### config.mk
export PLATFORM = sky130hd
export DESIGN_NAME = fsf_status_flags
export DESIGN_NICKNAME = d
export VERILOG_FILES = /design/src/design/fsf_pkg.sv /design/src/design/fsf_status_flags.sv /design/src/design/fsf_offset_unpack.sv
export SDC_FILE = /design/constraint.sdc
export NUM_CORES = 1
export LEC_CHECK = 0
export ABC_AREA = 1
export BUFFER_PORTS_ARGS = -buffer_cell sky130_fd_sc_hd__buf_2
export CORE_UTILIZATION = 56
export DETAILED_ROUTE_END_ITERATION = 8
export PLACE_DENSITY = 0.86
export SETUP_SLACK_MARGIN = 0.02
export SLEW_MARGIN = 10
export SYNTH_ARGS = -nofsm -noshare
export SYNTH_HDL_FRONTEND = slang
export SYNTH_SLANG_ARGS = --single-unit
### constraint.sdc
create_clock -name clk_in -period 4.6 [get_ports clk_in]
set_input_delay 0.46 -clock clk_in [delete_from_list [all_inputs] [get_ports clk_in]]
set_output_delay 0.46 -clock clk_in [all_outputs]
set_load 0.02 [all_outputs]
### src/design/fsf_pkg.sv
package fsf_pkg;

    // Memory geometry of the smaller variant; the larger one doubles depth.
    localparam int unsigned FSF_CNT_W = 17;
    localparam int unsigned FSF_WORD_W = 18;
    localparam int unsigned FSF_OFF_W = 16;
    localparam int unsigned FSF_DATA_W = 36;
    localparam int unsigned FSF_HALF_W = 18;
    localparam logic [17:0] FSF_DEPTH = 18'h10000;

    // Field positions of the two halves of a long word.
    localparam int unsigned FSF_HI_LSB = 18;
    localparam int unsigned FSF_LO_LSB = 0;

    // Synchroniser bit positions for the pin inputs.
    localparam int unsigned FSF_PIN_W = 6;
    localparam int unsigned FSF_PIN_MRESET = 0;
    localparam int unsigned FSF_PIN_PRESET = 1;
    localparam int unsigned FSF_PIN_ORDER = 2;
    localparam int unsigned FSF_PIN_TIMING = 3;
    localparam int unsigned FSF_PIN_PARITY = 4;
    localparam int unsigned FSF_PIN_MODE = 5;
    localparam logic [5:0] FSF_PIN_RST = 6'h03;

    // Values after reset.
    localparam logic [15:0] FSF_EMPTY_OFF_RST = 16'h007F;
    localparam logic [15:0] FSF_FULL_OFF_RST = 16'h007F;
    localparam logic [16:0] FSF_CNT_RST = 17'h00000;

    // Flag timing discipline on the output pins.
    typedef enum logic {
        FSF_STANDARD_FLAG_MODE,
        FSF_FALL_THROUGH_MODE
    } fsf_mode_e;

    // Options captured while master reset is held.
    typedef struct packed {
        logic little_endian;
        logic sync_flags;
        logic interspersed;
        fsf_mode_e mode;
    } fsf_cfg_s;

    localparam fsf_cfg_s FSF_CFG_RST = '{
        little_endian: 1'b0,
        sync_flags: 1'b0,
        interspersed: 1'b0,
        mode: FSF_STANDARD_FLAG_MODE
    };

endpackage : fsf_pkg

### src/design/fsf_status_flags.sv
// Contract
// - Byte order pin low means big-endian.
// - Big-endian sends high half first.
// - Timing pin low selects asynchronous almost flags.
// - Synchronous almost flags update on own side.
// - Async almost-full falls on write, rises read.
// - Async almost-empty falls on read, rises write.
// - Parity pin high selects interspersed parity.
// - Interspersed: bits 8,17,26,35 are parity.
// - Non-interspersed: bits 32..35 ignored.
// - Parity choice touches only offset loading.
// - Standard full flag low when memory full.
// - Standard full after depth writes.
// - Input ready high when no space left.
// - Input ready counts the output register.
// - Full/input-ready through two register stages.
// - Standard empty flag low when memory empty.
// - Output ready low when first word valid.
// - Output ready rises only on true read.
// - Empty two stages, output ready three.
// - Standard almost-full at depth minus m.
// - Fall-through almost-full at depth+1 minus m.
// - Almost-empty at n, or n+1 fall-through.
// - Mode pin high selects fall-through mode.
// - Writes ignored while memory is full.
`timescale 1ns/1ps
module fsf_status_flags (
    // Clock, reset and clock enable.
    input wire logic clk_in,
    input wire logic rst_n_in,
    input wire logic ce_in,
    // Reset and option pins, asynchronous to clk_in.
    input wire logic master_reset_n_in,
    input wire logic partial_reset_n_in,
    input wire logic byte_order_select_n_in,
    input wire logic flag_timing_select_in,
    input wire logic parity_placement_select_in,
    input wire logic fall_through_mode_in,
    // Write and read requests from same-clock logic.
    input wire logic wr_en_in,
    input wire logic rd_en_in,
    // Parallel offset programming.
    input wire logic offset_load_in,
    input wire logic offset_sel_full_in,
    input wire logic [35:0] offset_data_in,
    // Bus matching of one long word to two halves.
    input wire logic [35:0] long_word_in,
    input wire logic half_sel_in,
    output logic [17:0] half_word_out,
    // Flags.
    output logic full_flag_n_out,
    output logic empty_flag_n_out,
    output logic almost_full_flag_n_out,
    output logic almost_empty_flag_n_out,
    // Captured options and offsets.
    output fsf_pkg::fsf_cfg_s cfg_out,
    output logic [15:0] empty_offset_out,
    output logic [15:0] full_offset_out
);

    logic [5:0] sync_a_q;
    logic [5:0] sync_b_q;
    logic [5:0] sync_a_d;
    logic [5:0] sync_b_d;
    logic mreset_act;
    logic preset_act;
    logic fall;
    fsf_pkg::fsf_cfg_s cfg_q;
    fsf_pkg::fsf_cfg_s cfg_d;
    logic [15:0] n_q;
    logic [15:0] n_d;
    logic [15:0] m_q;
    logic [15:0] m_d;
    logic [15:0] unpacked;
    logic [16:0] cnt_q;
    logic [16:0] cnt_d;
    logic out_valid_q;
    logic out_valid_d;
    logic full_int;
    logic write_acc;
    logic read_acc;
    logic load_out;
    logic [17:0] words_d;
    logic [17:0] empty_thr;
    logic [17:0] full_thr;
    logic aempty_cond;
    logic afull_cond;
    logic full_s1_q;
    logic full_s1_d;
    logic full_o_q;
    logic full_o_d;
    logic empty_s1_q;
    logic empty_s1_d;
    logic empty_o_q;
    logic empty_o_d;
    logic afull_q;
    logic afull_d;
    logic aempty_q;
    logic aempty_d;
    logic [17:0] half_q;
    logic [17:0] half_d;

    // Two-stage synchroniser for every pin; only stage two is ever read.
    always_comb begin
        sync_a_d = {fall_through_mode_in, parity_placement_select_in,
                    flag_timing_select_in, byte_order_select_n_in,
                    partial_reset_n_in, master_reset_n_in};
        sync_b_d = sync_a_q;
    end

    always_ff @(posedge clk_in) begin
        if (!rst_n_in) begin
            sync_a_q <= fsf_pkg::FSF_PIN_RST;
            sync_b_q <= fsf_pkg::FSF_PIN_RST;
        end else if (ce_in) begin
            sync_a_q <= sync_a_d;
            sync_b_q <= sync_b_d;
        end
    end

    assign mreset_act = !sync_b_q[fsf_pkg::FSF_PIN_MRESET];
    assign preset_act = !sync_b_q[fsf_pkg::FSF_PIN_PRESET];
    assign fall = (cfg_q.mode == fsf_pkg::FSF_FALL_THROUGH_MODE);

    fsf_offset_unpack fsf_offset_unpack_inst (
        .data_in(offset_data_in),
        .interspersed_in(cfg_q.interspersed),
        .offset_out(unpacked)
    );

    // Options follow the pins while master reset is held, so the last
    // sample before release is what stays until the next master reset.
    always_comb begin
        cfg_d = cfg_q;
        n_d = n_q;
        m_d = m_q;
        if (mreset_act) begin
            cfg_d.little_endian = sync_b_q[fsf_pkg::FSF_PIN_ORDER];
            cfg_d.sync_flags = sync_b_q[fsf_pkg::FSF_PIN_TIMING];
            cfg_d.interspersed = sync_b_q[fsf_pkg::FSF_PIN_PARITY];
            cfg_d.mode = sync_b_q[fsf_pkg::FSF_PIN_MODE] ?
                fsf_pkg::FSF_FALL_THROUGH_MODE :
                fsf_pkg::FSF_STANDARD_FLAG_MODE;
            n_d = fsf_pkg::FSF_EMPTY_OFF_RST;
            m_d = fsf_pkg::FSF_FULL_OFF_RST;
        end else if (offset_load_in) begin
            if (offset_sel_full_in) begin
                m_d = unpacked;
            end else begin
                n_d = unpacked;
            end
        end
    end

    always_ff @(posedge clk_in) begin
        if (!rst_n_in) begin
            cfg_q <= fsf_pkg::FSF_CFG_RST;
            n_q <= fsf_pkg::FSF_EMPTY_OFF_RST;
            m_q <= fsf_pkg::FSF_FULL_OFF_RST;
        end else if (ce_in) begin
            cfg_q <= cfg_d;
            n_q <= n_d;
            m_q <= m_d;
        end
    end

    // Occupancy. In fall-through the output register is one more slot,
    // so capacity is depth plus one.
    always_comb begin
        full_int = (cnt_q == fsf_pkg::FSF_DEPTH[16:0]) &&
                   (!fall || out_valid_q);
        write_acc = wr_en_in && !full_int;
        load_out = fall && (cnt_q != fsf_pkg::FSF_CNT_RST) &&
                   (!out_valid_q || rd_en_in);
        read_acc = fall ? (rd_en_in && out_valid_q) :
                   (rd_en_in && (cnt_q != fsf_pkg::FSF_CNT_RST));
        out_valid_d = out_valid_q;
        if (load_out) begin
            out_valid_d = 1'b1;
        end else if (read_acc) begin
            out_valid_d = 1'b0;
        end
        cnt_d = cnt_q;
        if (write_acc && !(fall ? load_out : read_acc)) begin
            cnt_d = cnt_q + 17'h00001;
        end else if (!write_acc && (fall ? load_out : read_acc)) begin
            cnt_d = cnt_q - 17'h00001;
        end
        if (mreset_act || preset_act) begin
            cnt_d = fsf_pkg::FSF_CNT_RST;
            out_valid_d = 1'b0;
        end
    end

    always_ff @(posedge clk_in) begin
        if (!rst_n_in) begin
            cnt_q <= fsf_pkg::FSF_CNT_RST;
            out_valid_q <= 1'b0;
        end else if (ce_in) begin
            cnt_q <= cnt_d;
            out_valid_q <= out_valid_d;
        end
    end

    // Almost flags come from the next occupancy, so a flag never lags a
    // pipeline stage more than its documented register count.
    always_comb begin
        words_d = {1'b0, cnt_d} + {17'h00000, out_valid_d};
        empty_thr = {2'h0, n_q} + {17'h00000, fall};
        full_thr = fsf_pkg::FSF_DEPTH + {17'h00000, fall}
                   - {2'h0, m_q};
        aempty_cond = (words_d <= empty_thr);
        afull_cond = (words_d >= full_thr);
        full_s1_d = fall ? full_int : !full_int;
        full_o_d = full_s1_q;
        empty_s1_d = fall ? !out_valid_q :
                     (cnt_q != fsf_pkg::FSF_CNT_RST);
        empty_o_d = empty_s1_q;
        afull_d = afull_q;
        aempty_d = aempty_q;
        if (cfg_q.sync_flags) begin
            afull_d = !afull_cond;
            aempty_d = !aempty_cond;
        end else begin
            if (write_acc && afull_cond) begin
                afull_d = 1'b0;
            end else if (read_acc && !afull_cond) begin
                afull_d = 1'b1;
            end
            if (read_acc && aempty_cond) begin
                aempty_d = 1'b0;
            end else if (write_acc && !aempty_cond) begin
                aempty_d = 1'b1;
            end
        end
        if (mreset_act || preset_act) begin
            afull_d = 1'b1;
            aempty_d = 1'b0;
        end
    end

    always_ff @(posedge clk_in) begin
        if (!rst_n_in) begin
            full_s1_q <= 1'b1;
            full_o_q <= 1'b1;
            empty_s1_q <= 1'b0;
            empty_o_q <= 1'b0;
            afull_q <= 1'b1;
            aempty_q <= 1'b0;
        end else if (ce_in) begin
            full_s1_q <= full_s1_d;
            full_o_q <= full_o_d;
            empty_s1_q <= empty_s1_d;
            empty_o_q <= empty_o_d;
            afull_q <= afull_d;
            aempty_q <= aempty_d;
        end
    end

    // Bus matching: the half picked first depends on the captured order.
    always_comb begin
        half_d = (cfg_q.little_endian ^ half_sel_in) ?
            long_word_in[fsf_pkg::FSF_LO_LSB +: 18] :
            long_word_in[fsf_pkg::FSF_HI_LSB +: 18];
    end

    always_ff @(posedge clk_in) begin
        if (!rst_n_in) begin
            half_q <= 18'h00000;
        end else if (ce_in) begin
            half_q <= half_d;
        end
    end

    assign full_flag_n_out = full_o_q;
    assign empty_flag_n_out = empty_o_q;
    assign almost_full_flag_n_out = afull_q;
    assign almost_empty_flag_n_out = aempty_q;
    assign cfg_out = cfg_q;
    assign empty_offset_out = n_q;
    assign full_offset_out = m_q;
    assign half_word_out = half_q;
endmodule : fsf_status_flags

### src/design/fsf_offset_unpack.sv
`timescale 1ns/1ps
// Extracts a flag offset from a parallel data word, skipping parity lanes.
module fsf_offset_unpack (
    // Parallel word and placement choice.
    input wire logic [35:0] data_in,
    input wire logic interspersed_in,
    // Extracted offset.
    output logic [15:0] offset_out
);

    // Interspersed parity drops bits 8, 17, 26 and 35; otherwise 32..35 go.
    function automatic logic [31:0] fsf_squeeze(input logic [35:0] d,
                                                input logic inter);
        logic [31:0] r;
        r = d[31:0];
        if (inter) begin
            r = {d[34:27], d[25:18], d[16:9], d[7:0]};
        end
        return r;
    endfunction : fsf_squeeze

    logic [31:0] squeezed;

    // Only the offset path sees this; stored data never passes here.
    always_comb begin
        squeezed = fsf_squeeze(data_in, interspersed_in);
        offset_out = squeezed[15:0];
    end

endmodule : fsf_offset_unpack

After elaboration in Yosys (flattened, before gate mapping)
Cells that the tools add are included.

Register bits after elaboration: 90. Input bits: 86. Output and inout port bits: 58. Logic and storage cells: 90.

Add/subtract/negate cells: 6. $lt $le $gt $ge: 2. Equality and inequality tests: 4. Multiplexer cells: 27. Bitwise logic cells: 2. Reduce and logical (&&, ||, !) cells: 32.

Operators by type and width (number): $mux 16 (7); $mux 17 (3); $add 17x1->18 (1); $add 17x1->18 const A (1); $ge 18x18->1 (1); $le 18x17->1 (1); $mux 18 (1); $sub 18x16->18 (1); $add 16x1->17 (1); $add 17x1->17 const B (1); $eq 17x17->1 const B (1); $reduce_bool 17->1 (1); $sub 17x1->17 const B (1); $mux 1 (16); $logic_and 1x1->1 (12); $logic_not 1->1 (9); $reduce_bool 4->1 (2); $ne 2x2->1 const B (3); $reduce_and 2->1 (3); $reduce_and 3->1 (2); $logic_or 1x1->1 (3); $not 1->1 (1); $xor 1x1->1 (1).

Depth between registers and ports, before layout
Gate-level depths: netlist of the first run.

Depth after elaboration: 18. Gate-level depth with buffers: 36. Depth with buffers taken out: 36.

Cells and area by module
From an unflattened synthesis of the first run, not the netlist that was laid out.

Cells, all modules: 1020. Area, all modules: 6687.7 sq um.

By module, submodules not included: fsf_status_flags (instances 1, cells an instance 986, area an instance 6522.5 sq um, sequential area each 1801.7 sq um); fsf_offset_unpack (instances 1, cells an instance 34, area an instance 165.2 sq um, sequential area each 0.0 sq um).

Worst setup path before layout of the first run
OpenSTA, ideal clock, no wires.

Path kind: flip-flop to flip-flop. Start: reg cnt_q[0]. End: reg afull_q, in the netlist almost_full_flag_n_out. Setup time: 0.130 ns. Arrival time: 4.041 ns. Setup slack: 0.429 ns. Stages on the path, launching flop included: 32. Path buffers: 2. Path through: dfxtp_1 > inv_1 > ha_1 > nand2_4 > nor2_8 > nand4_4 > nand3_2 > buf_6 > buf_6 > nand3_1 > a21oi_1 > ha_1 > ha_1 > nand3b_1 > nor2_4 > nand4_2 > nor2_4 > nand4_2 > xnor2_1 > inv_1 > ha_1 > nand2_1 > nor4_1 > nand3_1 > o211ai_1 > a21oi_1 > nand2_1 > nand2_1 > nand3_1 > nand2_1 > nand2_1 > nand3_1.

Longest elaborated chain between the ends: 15.

RTL lines: start, declared (RTL line fsf_status_flags.sv:75) `logic [16:0] cnt_q;`; start signal, assigned (RTL line fsf_status_flags.sv:197) `cnt_q <= fsf_pkg::FSF_CNT_RST;`; start signal, assigned (RTL line fsf_status_flags.sv:200) `cnt_q <= cnt_d;`; branches (longest 7 deep; another with $sub 17x1->17); $mux 17 * (RTL line fsf_status_flags.sv:184) `if (write_acc && !(fall ? load_out : read_acc)) begin`; $mux 17 * (RTL line fsf_status_flags.sv:189) `if (mreset_act || preset_act) begin`; net cnt_d[0] (RTL line fsf_status_flags.sv:76) `logic [16:0] cnt_d;`; $add 17x1->18 * (RTL line fsf_status_flags.sv:208) `words_d = {1'b0, cnt_d} + {17'h00000, out_valid_d};`; $ge 18x18->1 * (RTL line fsf_status_flags.sv:213) `afull_cond = (words_d >= full_thr);`; $logic_and 1x1->1 / $logic_not 1->1 (equally long branches) (RTL line fsf_status_flags.sv:225, fsf_status_flags.sv:222, fsf_status_flags.sv:227); $mux 1 / $logic_and 1x1->1 (equally long branches) (RTL line fsf_status_flags.sv:225, fsf_status_flags.sv:227); $mux 1 / $reduce_bool 4->1 (equally long branches); $mux 1 / $reduce_and 2->1 (equally long branches); end signal, assigned (RTL line fsf_status_flags.sv:255) `afull_q <= afull_d;`; end, declared (RTL line fsf_status_flags.sv:96) `logic afull_q;`.

Mark *: on every way through the listed nets, which the timed path passes. A chain may end at the register's enable or synchronous reset.

Final worst setup path of the first run
Start: reg cnt_q[9]. End: reg aempty_q, in the netlist almost_empty_flag_n_out.

Longest elaborated chain between the ends: 15.

RTL lines: $eq 17x17->1 (RTL line fsf_status_flags.sv:170) `full_int = (cnt_q == fsf_pkg::FSF_DEPTH[16:0]) &&`; $logic_and 1x1->1 (RTL line fsf_status_flags.sv:170); $logic_not 1->1 (RTL line fsf_status_flags.sv:172) `write_acc = wr_en_in && !full_int;`; $logic_and 1x1->1 (RTL line fsf_status_flags.sv:172); $logic_not 1->1 (RTL line fsf_status_flags.sv:186) `end else if (!write_acc && (fall ? load_out : read_acc)) begin`; $logic_and 1x1->1 (RTL line fsf_status_flags.sv:186); $mux 17 (RTL line fsf_status_flags.sv:186); $mux 17 * (RTL line fsf_status_flags.sv:184); $mux 17 * (RTL line fsf_status_flags.sv:189); net cnt_d[0] (RTL line fsf_status_flags.sv:76); $add 17x1->18 * (RTL line fsf_status_flags.sv:208); $le 18x17->1 * (RTL line fsf_status_flags.sv:212) `aempty_cond = (words_d <= empty_thr);`; $logic_and 1x1->1 / $logic_not 1->1 (equally long branches) (RTL line fsf_status_flags.sv:230, fsf_status_flags.sv:223, fsf_status_flags.sv:232); $mux 1 / $logic_and 1x1->1 (equally long branches) (RTL line fsf_status_flags.sv:230, fsf_status_flags.sv:232); $mux 1 / $reduce_bool 4->1 (equally long branches); $mux 1 / $reduce_and 2->1 (equally long branches); end signal, assigned (RTL line fsf_status_flags.sv:256) `aempty_q <= aempty_d;`; end, declared (RTL line fsf_status_flags.sv:98) `logic aempty_q;`.

The timed path passes the listed nets; every way through them passes the cells marked *.

==> impl_metrics.py, run 1 <==
metrics = {
    "clock_network": {
        "clk_pin_slew_worst_paths_ns": 0.07,
        "ctsHoldBuffers": 0,
        "clk_latency_ns": 0.36,
        "cts_buffers": 9,
        "clockBufferDepth": 2,
        "cts_root_buf": "clkbuf_16",
        "cts_tree": "yes",
        "clkSinkCount": 90,
        "htree_levels": 3,
    },
    "route": {
        "ant_nets": 0,
        "drt_first_pass_iters": 7,
        "drt_iter0_markers": 608,
        "post-route-drc-count": 2,
        "routed_wl_mm": 18.6,
        "routed_via_density": 5.55,
        "wl_per_cell_um": 15.0,
        "vias": 6881,
    },
    "synth": {
        "synth_mux_area_frac": 0.00636,
        "yosysTopAreaCellShare": 0.269,
        "synth_top_family_by_area": "simple AND/OR/NAND/NOR gates",
        "synth.avg_cell_area_um2": 6.96,
        "synth_edf_count": 0,
        "ys_seq_elements": 90,
        "synth.net_count": 1090,
        "synth_top_flop_cell": "dfxtp_1",
        "netlist_area_um2": 6690,
        "yosysTopAreaCell": "dfxtp_1",
        "synth-compound-area-share": 0.156,
        "synth_xor_area_frac": 0.0811,
        "async_flop_share": 0,
        "synth-adder-area-share": 0.0785,
        "synth_cells": 962,
        "synth.area.top_cells": "dfxtp_1 (27%), nand2_1 (12%), ha_1 (7.9%)",
        "yosys.cell_types.count": 48,
        "synthSimpleGateAreaFrac": 0.313,
        "synth-seq-area-share": 0.269,
        "yosys_warnings": 0,
    },
    "setup_path": {
        "crit_start": "cnt_q[9]$_SDFFE_PN0P_",
        "cpMaxStageDelayCell": "dfxtp_2",
        "r2r-start": "cnt_q[9]$_SDFFE_PN0P_",
        "ff2ff_setup_slack_ns": 0.22,
        "crit_path_start_kind": "register",
        "critPathMaxStageDelay_ns": 0.34,
        "setup.worst_path.class": "register to register",
        "cp_common_cell": "nand2_1",
        "reg2reg_depth": 30,
        "critPathCaptureType": "register",
        "cp_max_fo": 3,
        "required_ns": 4.89,
        "r2r-end": "almost_empty_flag_n_out$_SDFFE_PN0P_",
        "crit_arrival_ns": 4.67,
        "crit_end": "almost_empty_flag_n_out$_SDFFE_PN0P_",
    },
    "power": {
        "p_per_area_nw_per_um2": 316,
        "p_leak_nw": 4.01,
        "max-vdd-ir-drop_v": 0.000281,
    },
    "grt": {
        "grt.met2_usage": 0.494,
        "grt_pass1_wl_mm": 29.7,
        "overflow": 0,
        "grt_pass1_vias": 6308,
        "grt_usage": 0.294,
        "grt_util_met3": 0.0530,
        "grt_most_used_layer": "met2",
        "grt_max_degree": 90,
        "grt_use_met1": 0.379,
        "antenna_found_initial": 0,
    },
    "final_layout": {
        "multiInputGateArea_um2": 4400,
        "fillers": 930,
        "area_delta_synth_final_pct": 19.7,
        "finalInstanceArea_um2": 8010,
        "drive_gt1_frac": 0.237,
        "final-seq-area_um2": 1810,
        "fin_nets": 1219,
        "num_antenna_cells": 0,
        "fin_util": 0.696,
    },
    "sta": {
        "slew_violations": 0,
        "skew_ns": 0.0120,
        "timing_hold_violations_final": 0,
        "timing.slew.headroom": 0.370,
        "holdWs_ns": 0.321,
        "fmax_mhz": 228,
        "min_period_over_period": 0.952,
        "layout_min_cycle_time_ns": 4.38,
        "worst_pin_slew_ns": 0.945,
        "setup_viol_count_final": 0,
    },
    "die": {
        "start_util": 0.581,
        "die_x_um": 111,
        "core_area_um2": 11500,
        "ios": 144,
        "placementRows": 39,
        "dieArea_um2": 12400,
        "die_h_um": 111,
    },
    "place": {
        "place_congestion": 0.957,
        "port-buffer-count": 124,
        "placed_area_um2": 7440,
        "dpl.hpwl_mm": 13.2,
    },
    "run_status": {
        "status": "finished with violations",
        "violations": "DRC",
    },
    "job": {
        "max_cap_violations": 0,
    },
    "hold_path": {
        "hp-class": "input port to register",
    },
}
state kept, by name, summed over array words and instances, names as in the netlist:
name / count
empty_flag_n_out: 1
out_valid_q: 1
cfg_out: 3
cnt_q: 17
empty_offset_out: 16
almost_empty_flag_n_out: 1
almost_full_flag_n_out: 1
half_word_out: 18
full_o_d: 1
full_flag_n_out: 1
full_offset_out: 16
sync_a_q: 6
fall: 1
empty_o_d: 1
sync_b_q: 6
cell type report:
class / count / share of cell area
repair buffers: 163 / 0.116
clock buffers: 10 / 0.0298
inverters: 100 / 0.0478
clock inverters: 6 / 0.00890
well taps: 143 / 0.0223
multi-input cells: 727 / 0.550
flip-flops and latches: 90 / 0.225
layout by cell type (no fill, tap or decap), types with 15 or more instances in the layout:
cell type and instances:
nand2_1 206, buf_2 124, inv_1 94, nor2_1 93, dfxtp_1 87, a21oi_1 66
o21ai_0 63, nand3_1 56, xor2_1 51, ha_1 39, o211ai_1 37, buf_4 34
nor2_4 15
cells in the mapped netlist, types with 5 or more instances:
master and instances:
nor2_1 98, buf_2 6, nand3_2 5, xor2_1 52, buf_6 10, xnor2_1 10
a21oi_1 69, nor2_2 7, ha_1 42, nand3_1 59, o211ai_1 37, inv_1 96
nor3_1 8, nand4_1 10, nand2_1 211, o21ai_0 65, nor2_4 10, nand2_2 5
clkbuf_1 25, dfxtp_1 90
logic make-up after synthesis:
logic type | Yosys count
AOI/OAI and AO/OA | 183
adders and majority gates | 42
and+or+nand+nor | 437
DFF | 90
buffers and inverters | 145
muxes | 3
xor gates and xnor gates | 62
worst min-delay path by stage:
stage	startpoint	end	slack, ns	cells past startpoint
floorplan	sync_a_q[0]$_SDFFE_PN1P_	sync_a_q[0]$_SDFFE_PN1P_	0.43	2
global placement	sync_b_q[1]$_SDFFE_PN1P_	sync_b_q[1]$_SDFFE_PN1P_	0.44	2
detailed placement	sync_b_q[1]$_SDFFE_PN1P_	sync_b_q[1]$_SDFFE_PN1P_	0.44	2
CTS	parity_placement_select_in	sync_a_q[4]$_SDFFE_PN0P_	0.33	3
global route	parity_placement_select_in	sync_a_q[4]$_SDFFE_PN0P_	0.33	3
finish	parity_placement_select_in	sync_a_q[4]$_SDFFE_PN0P_	0.32	3
repair_timing:
item,4_1_cts,5_1_grt
pin swaps,2,35
resized for setup,2,45
buffers inserted,1,10
endpoints found under the setup margin,1,2
metal layers:
| metal | share of wire | vias up |
|---|---|---|
| met5 | 0 | - |
| met4 | 0.023 | 0 |
| met3 | 0.073 | 39 |
| met2 | 0.49 | 306 |
| met1 | 0.42 | 3124 |
| li1 | - | 3412 |
per-stage QoR:
stage	cells	total power, mW	TNS [ns]	worst slack, ns
2_1_floorplan	962	1.48	0	0.429
3_3_place_gp	1212	1.68	0	0.155
3_5_place_dp	1212	1.70	-0.0256	-0.0256
4_1_cts	1229	2.47	0	0.0228
5_1_grt	1239	2.67	-0.136	-0.0700
6_report	1239	2.53	0	0.219
worst max-delay path, delay by kind of cell, from the launching register on:
| family | cells | cell delay [ns] |
|---|---|---|
| buf+inv | 1 | 0.16 |
| xor+xnor | 1 | 0.19 |
| compound gates | 5 | 0.84 |
| simple gates | 21 | 2.28 |
| fa+ha+maj | 2 | 0.50 |
| flops | 1 | 0.34 |
power by group:
| group | total, mW | switching (mW) | internal, mW |
|---|---|---|---|
| Sequential | 0.904 | 0.0633 | 0.841 |
| Combinational | 0.848 | 0.535 | 0.313 |
| Clock | 0.782 | 0.340 | 0.442 |
| Total | 2.53 | 0.938 | 1.60 |
(Power assumes the default switching activity.)
==> run 2, diff against run 1 <==
- CORE_UTILIZATION: 56 -> 45
- PLACE_DENSITY: 0.86 -> 0.72
==> run 2 against run 1 <==
Against the previous run: the run now ends clean; combinational power shrank 0.5%; critical path depth unchanged; via count shrank 3.4%; non-clock buffer count unchanged; cell count grew 3.3%; sequential cell count is the same; fmax down 0.59%; critical path type unchanged; largest cell class unchanged.
==> impl_metrics.py, run 2 (synthesis gave the netlist of run 1 again) <==
metrics = {
    "sta": {
        "slew_violations": 0,
        "skew_ns": 0.00789,
        "layout_min_cycle_time_ns": 4.41,
        "setup_viol_count_final": 0,
        "holdWs_ns": 0.313,
        "fmax_mhz": 227,
        "timing.slew.headroom": 0.355,
        "timing_hold_violations_final": 0,
        "min_period_over_period": 0.958,
        "worst_pin_slew_ns": 0.963,
    },
    "setup_path": {
        "critPathCaptureType": "register",
        "crit_arrival_ns": 4.64,
        "critPathMaxStageDelay_ns": 0.34,
        "required_ns": 4.83,
        "crit_path_start_kind": "register",
        "r2r-end": "almost_full_flag_n_out$_SDFFE_PN1P_",
        "cp_common_cell": "nand2_1",
        "reg2reg_depth": 30,
        "setup.worst_path.class": "register to register",
        "ff2ff_setup_slack_ns": 0.19,
        "r2r-start": "cnt_q[11]$_SDFFE_PN0P_",
        "cpMaxStageDelayCell": "dfxtp_2",
        "cp_max_fo": 10,
    },
    "route": {
        "routed_wl_mm": 17.8,
        "drt_iter0_markers": 395,
        "wl_per_cell_um": 13.9,
        "highest_layer": "met4",
        "wl_met3_um": 827,
        "drt_first_pass_iters": 5,
        "routed_via_density": 5.19,
        "vias": 6646,
        "wl_met2_mm": 8.29,
        "ant_nets": 0,
        "post-route-drc-count": 0,
        "wl_met1_mm": 8.30,
    },
    "clock_network": {
        "htree_levels": 3,
        "cts_tree": "yes",
        "clkSinkCount": 90,
        "clockBufferDepth": 2,
        "clk_pin_slew_worst_paths_ns": 0.07,
        "cts_root_buf": "clkbuf_16",
        "clk_latency_ns": 0.36,
        "cts_buffers": 9,
    },
    "die": {
        "die_x_um": 124,
        "dieArea_um2": 15400,
        "core_area_um2": 14500,
        "placementRows": 44,
        "ios": 144,
        "die_h_um": 124,
        "start_util": 0.460,
    },
    "final_layout": {
        "num_antenna_cells": 0,
        "area_delta_synth_final_pct": 21.0,
        "layout_commonest_cell": "nand2_1",
        "finalInstanceArea_um2": 8100,
        "fin_nets": 1219,
        "drive_gt1_frac": 0.242,
        "fillers": 1462,
        "final_cell_mix": "nand2_1 (207), buf_2 (124), nor2_1 (95), inv_1 (94), dfxtp_1 (87)",
        "largest_reg_flops": 18,
    },
    "power": {
        "max-vdd-ir-drop_v": 0.000218,
        "p_leak_nw": 4.01,
        "p_per_area_nw_per_um2": 314,
    },
    "grt": {
        "grt_pass1_wl_mm": 28.3,
        "overflow": 0,
        "grt_max_degree": 90,
        "antenna_found_initial": 0,
        "grt_pass1_vias": 5996,
        "grt_usage": 0.235,
    },
    "hold_path": {
        "min_path_cells": 3,
        "min_from": "master_reset_n_in",
        "hp-class": "input port to register",
        "holdPathEnd": "sync_a_q[0]$_SDFFE_PN1P_",
    },
    "place": {
        "placed_area_um2": 7500,
        "place_congestion": 0.911,
        "port-buffer-count": 124,
        "dpl.hpwl_mm": 13.4,
    },
    "run_status": {
        "status": "completed",
    },
    "job": {
        "max_cap_violations": 0,
    },
}
[run 2: cell count changes in the layout (fill, tap and decap cells not counted), sizes merged]
cell    delta
inv        +2
clkinv     -1
clkbuf     -1
[run 2: final cells by class]
cell class / instances / area (um2) / area share
clock buffer: 9 / 225 / 0.0278
inverter: 100 / 383 / 0.0473
sequential: 90 / 1810 / 0.223
multi-input combinational: 727 / 4450 / 0.549
tap: 184 / 230 / 0.0284
clock inverter: 7 / 93.8 / 0.0116
timing repair buffer: 163 / 917 / 0.113
[run 2: timing repair]
item	in CTS	in global routing
hold buffers	0	0
pin swaps	0	38
setup buffers	0	10
hold endpoints to repair	0	0
endpoints found under the setup margin	1	2
resized for setup	2	45
[run 2: metal layers]
layer / vias up / global-route usage
li1: 3420 / -
met1: 3024 / 0.321
met2: 171 / 0.370
met3: 31 / 0.0385
met4: 0 / 0.0923
met5: - / 0
[run 2: worst max path at each step]
stage,startpoint,to,slack [ns],depth (start not counted)
after global placement,cnt_q[4]$_SDFFE_PN0P_,almost_full_flag_n_out$_SDFFE_PN1P_,0.18,30
after floorplan,cnt_q[0]$_SDFFE_PN0P_,almost_full_flag_n_out$_SDFFE_PN1P_,0.43,31
final,cnt_q[11]$_SDFFE_PN0P_,almost_full_flag_n_out$_SDFFE_PN1P_,0.19,30
after CTS,cnt_q[1]$_SDFFE_PN0P_,almost_full_flag_n_out$_SDFFE_PN1P_,0.03,31
after detailed placement,cnt_q[1]$_SDFFE_PN0P_,almost_full_flag_n_out$_SDFFE_PN1P_,-0.003,31
after global routing,cnt_q[11]$_SDFFE_PN0P_,almost_full_flag_n_out$_SDFFE_PN1P_,-0.05,29
[run 2: through the flow]
step / total power, mW / utilization / TNS [ns] / instances / setup WS [ns]
floorplan: 1.48 / - / 0 / 962 / 0.429
global placement: 1.69 / 0.516 / 0 / 1254 / 0.177
detailed placement: 1.70 / 0.516 / -0.00272 / 1254 / -0.00272
CTS: 2.50 / 0.538 / 0 / 1270 / 0.0299
global route: 2.70 / 0.557 / -0.0923 / 1280 / -0.0499
finish: 2.54 / 0.557 / 0 / 1280 / 0.193
[run 2: worst max-delay path: cells and delay by family, from the launching register on]
family,cells,cell delay [ns]
and+or+nand+nor,19,2.20
AOI/OAI and AO/OA,4,0.62
buffers and inverters,4,0.54
adders and majority gates,2,0.40
DFF,1,0.34
xor gates and xnor gates,1,0.17
[run 2: where the power goes]
group | total [mW] | internal, mW | switching [mW] | leakage [nW]
Combinational | 0.844 | 0.319 | 0.525 | 3.11
Sequential | 0.901 | 0.840 | 0.0607 | 0.745
Clock | 0.800 | 0.438 | 0.362 | 0.153
Total | 2.54 | 1.60 | 0.947 | 4.01
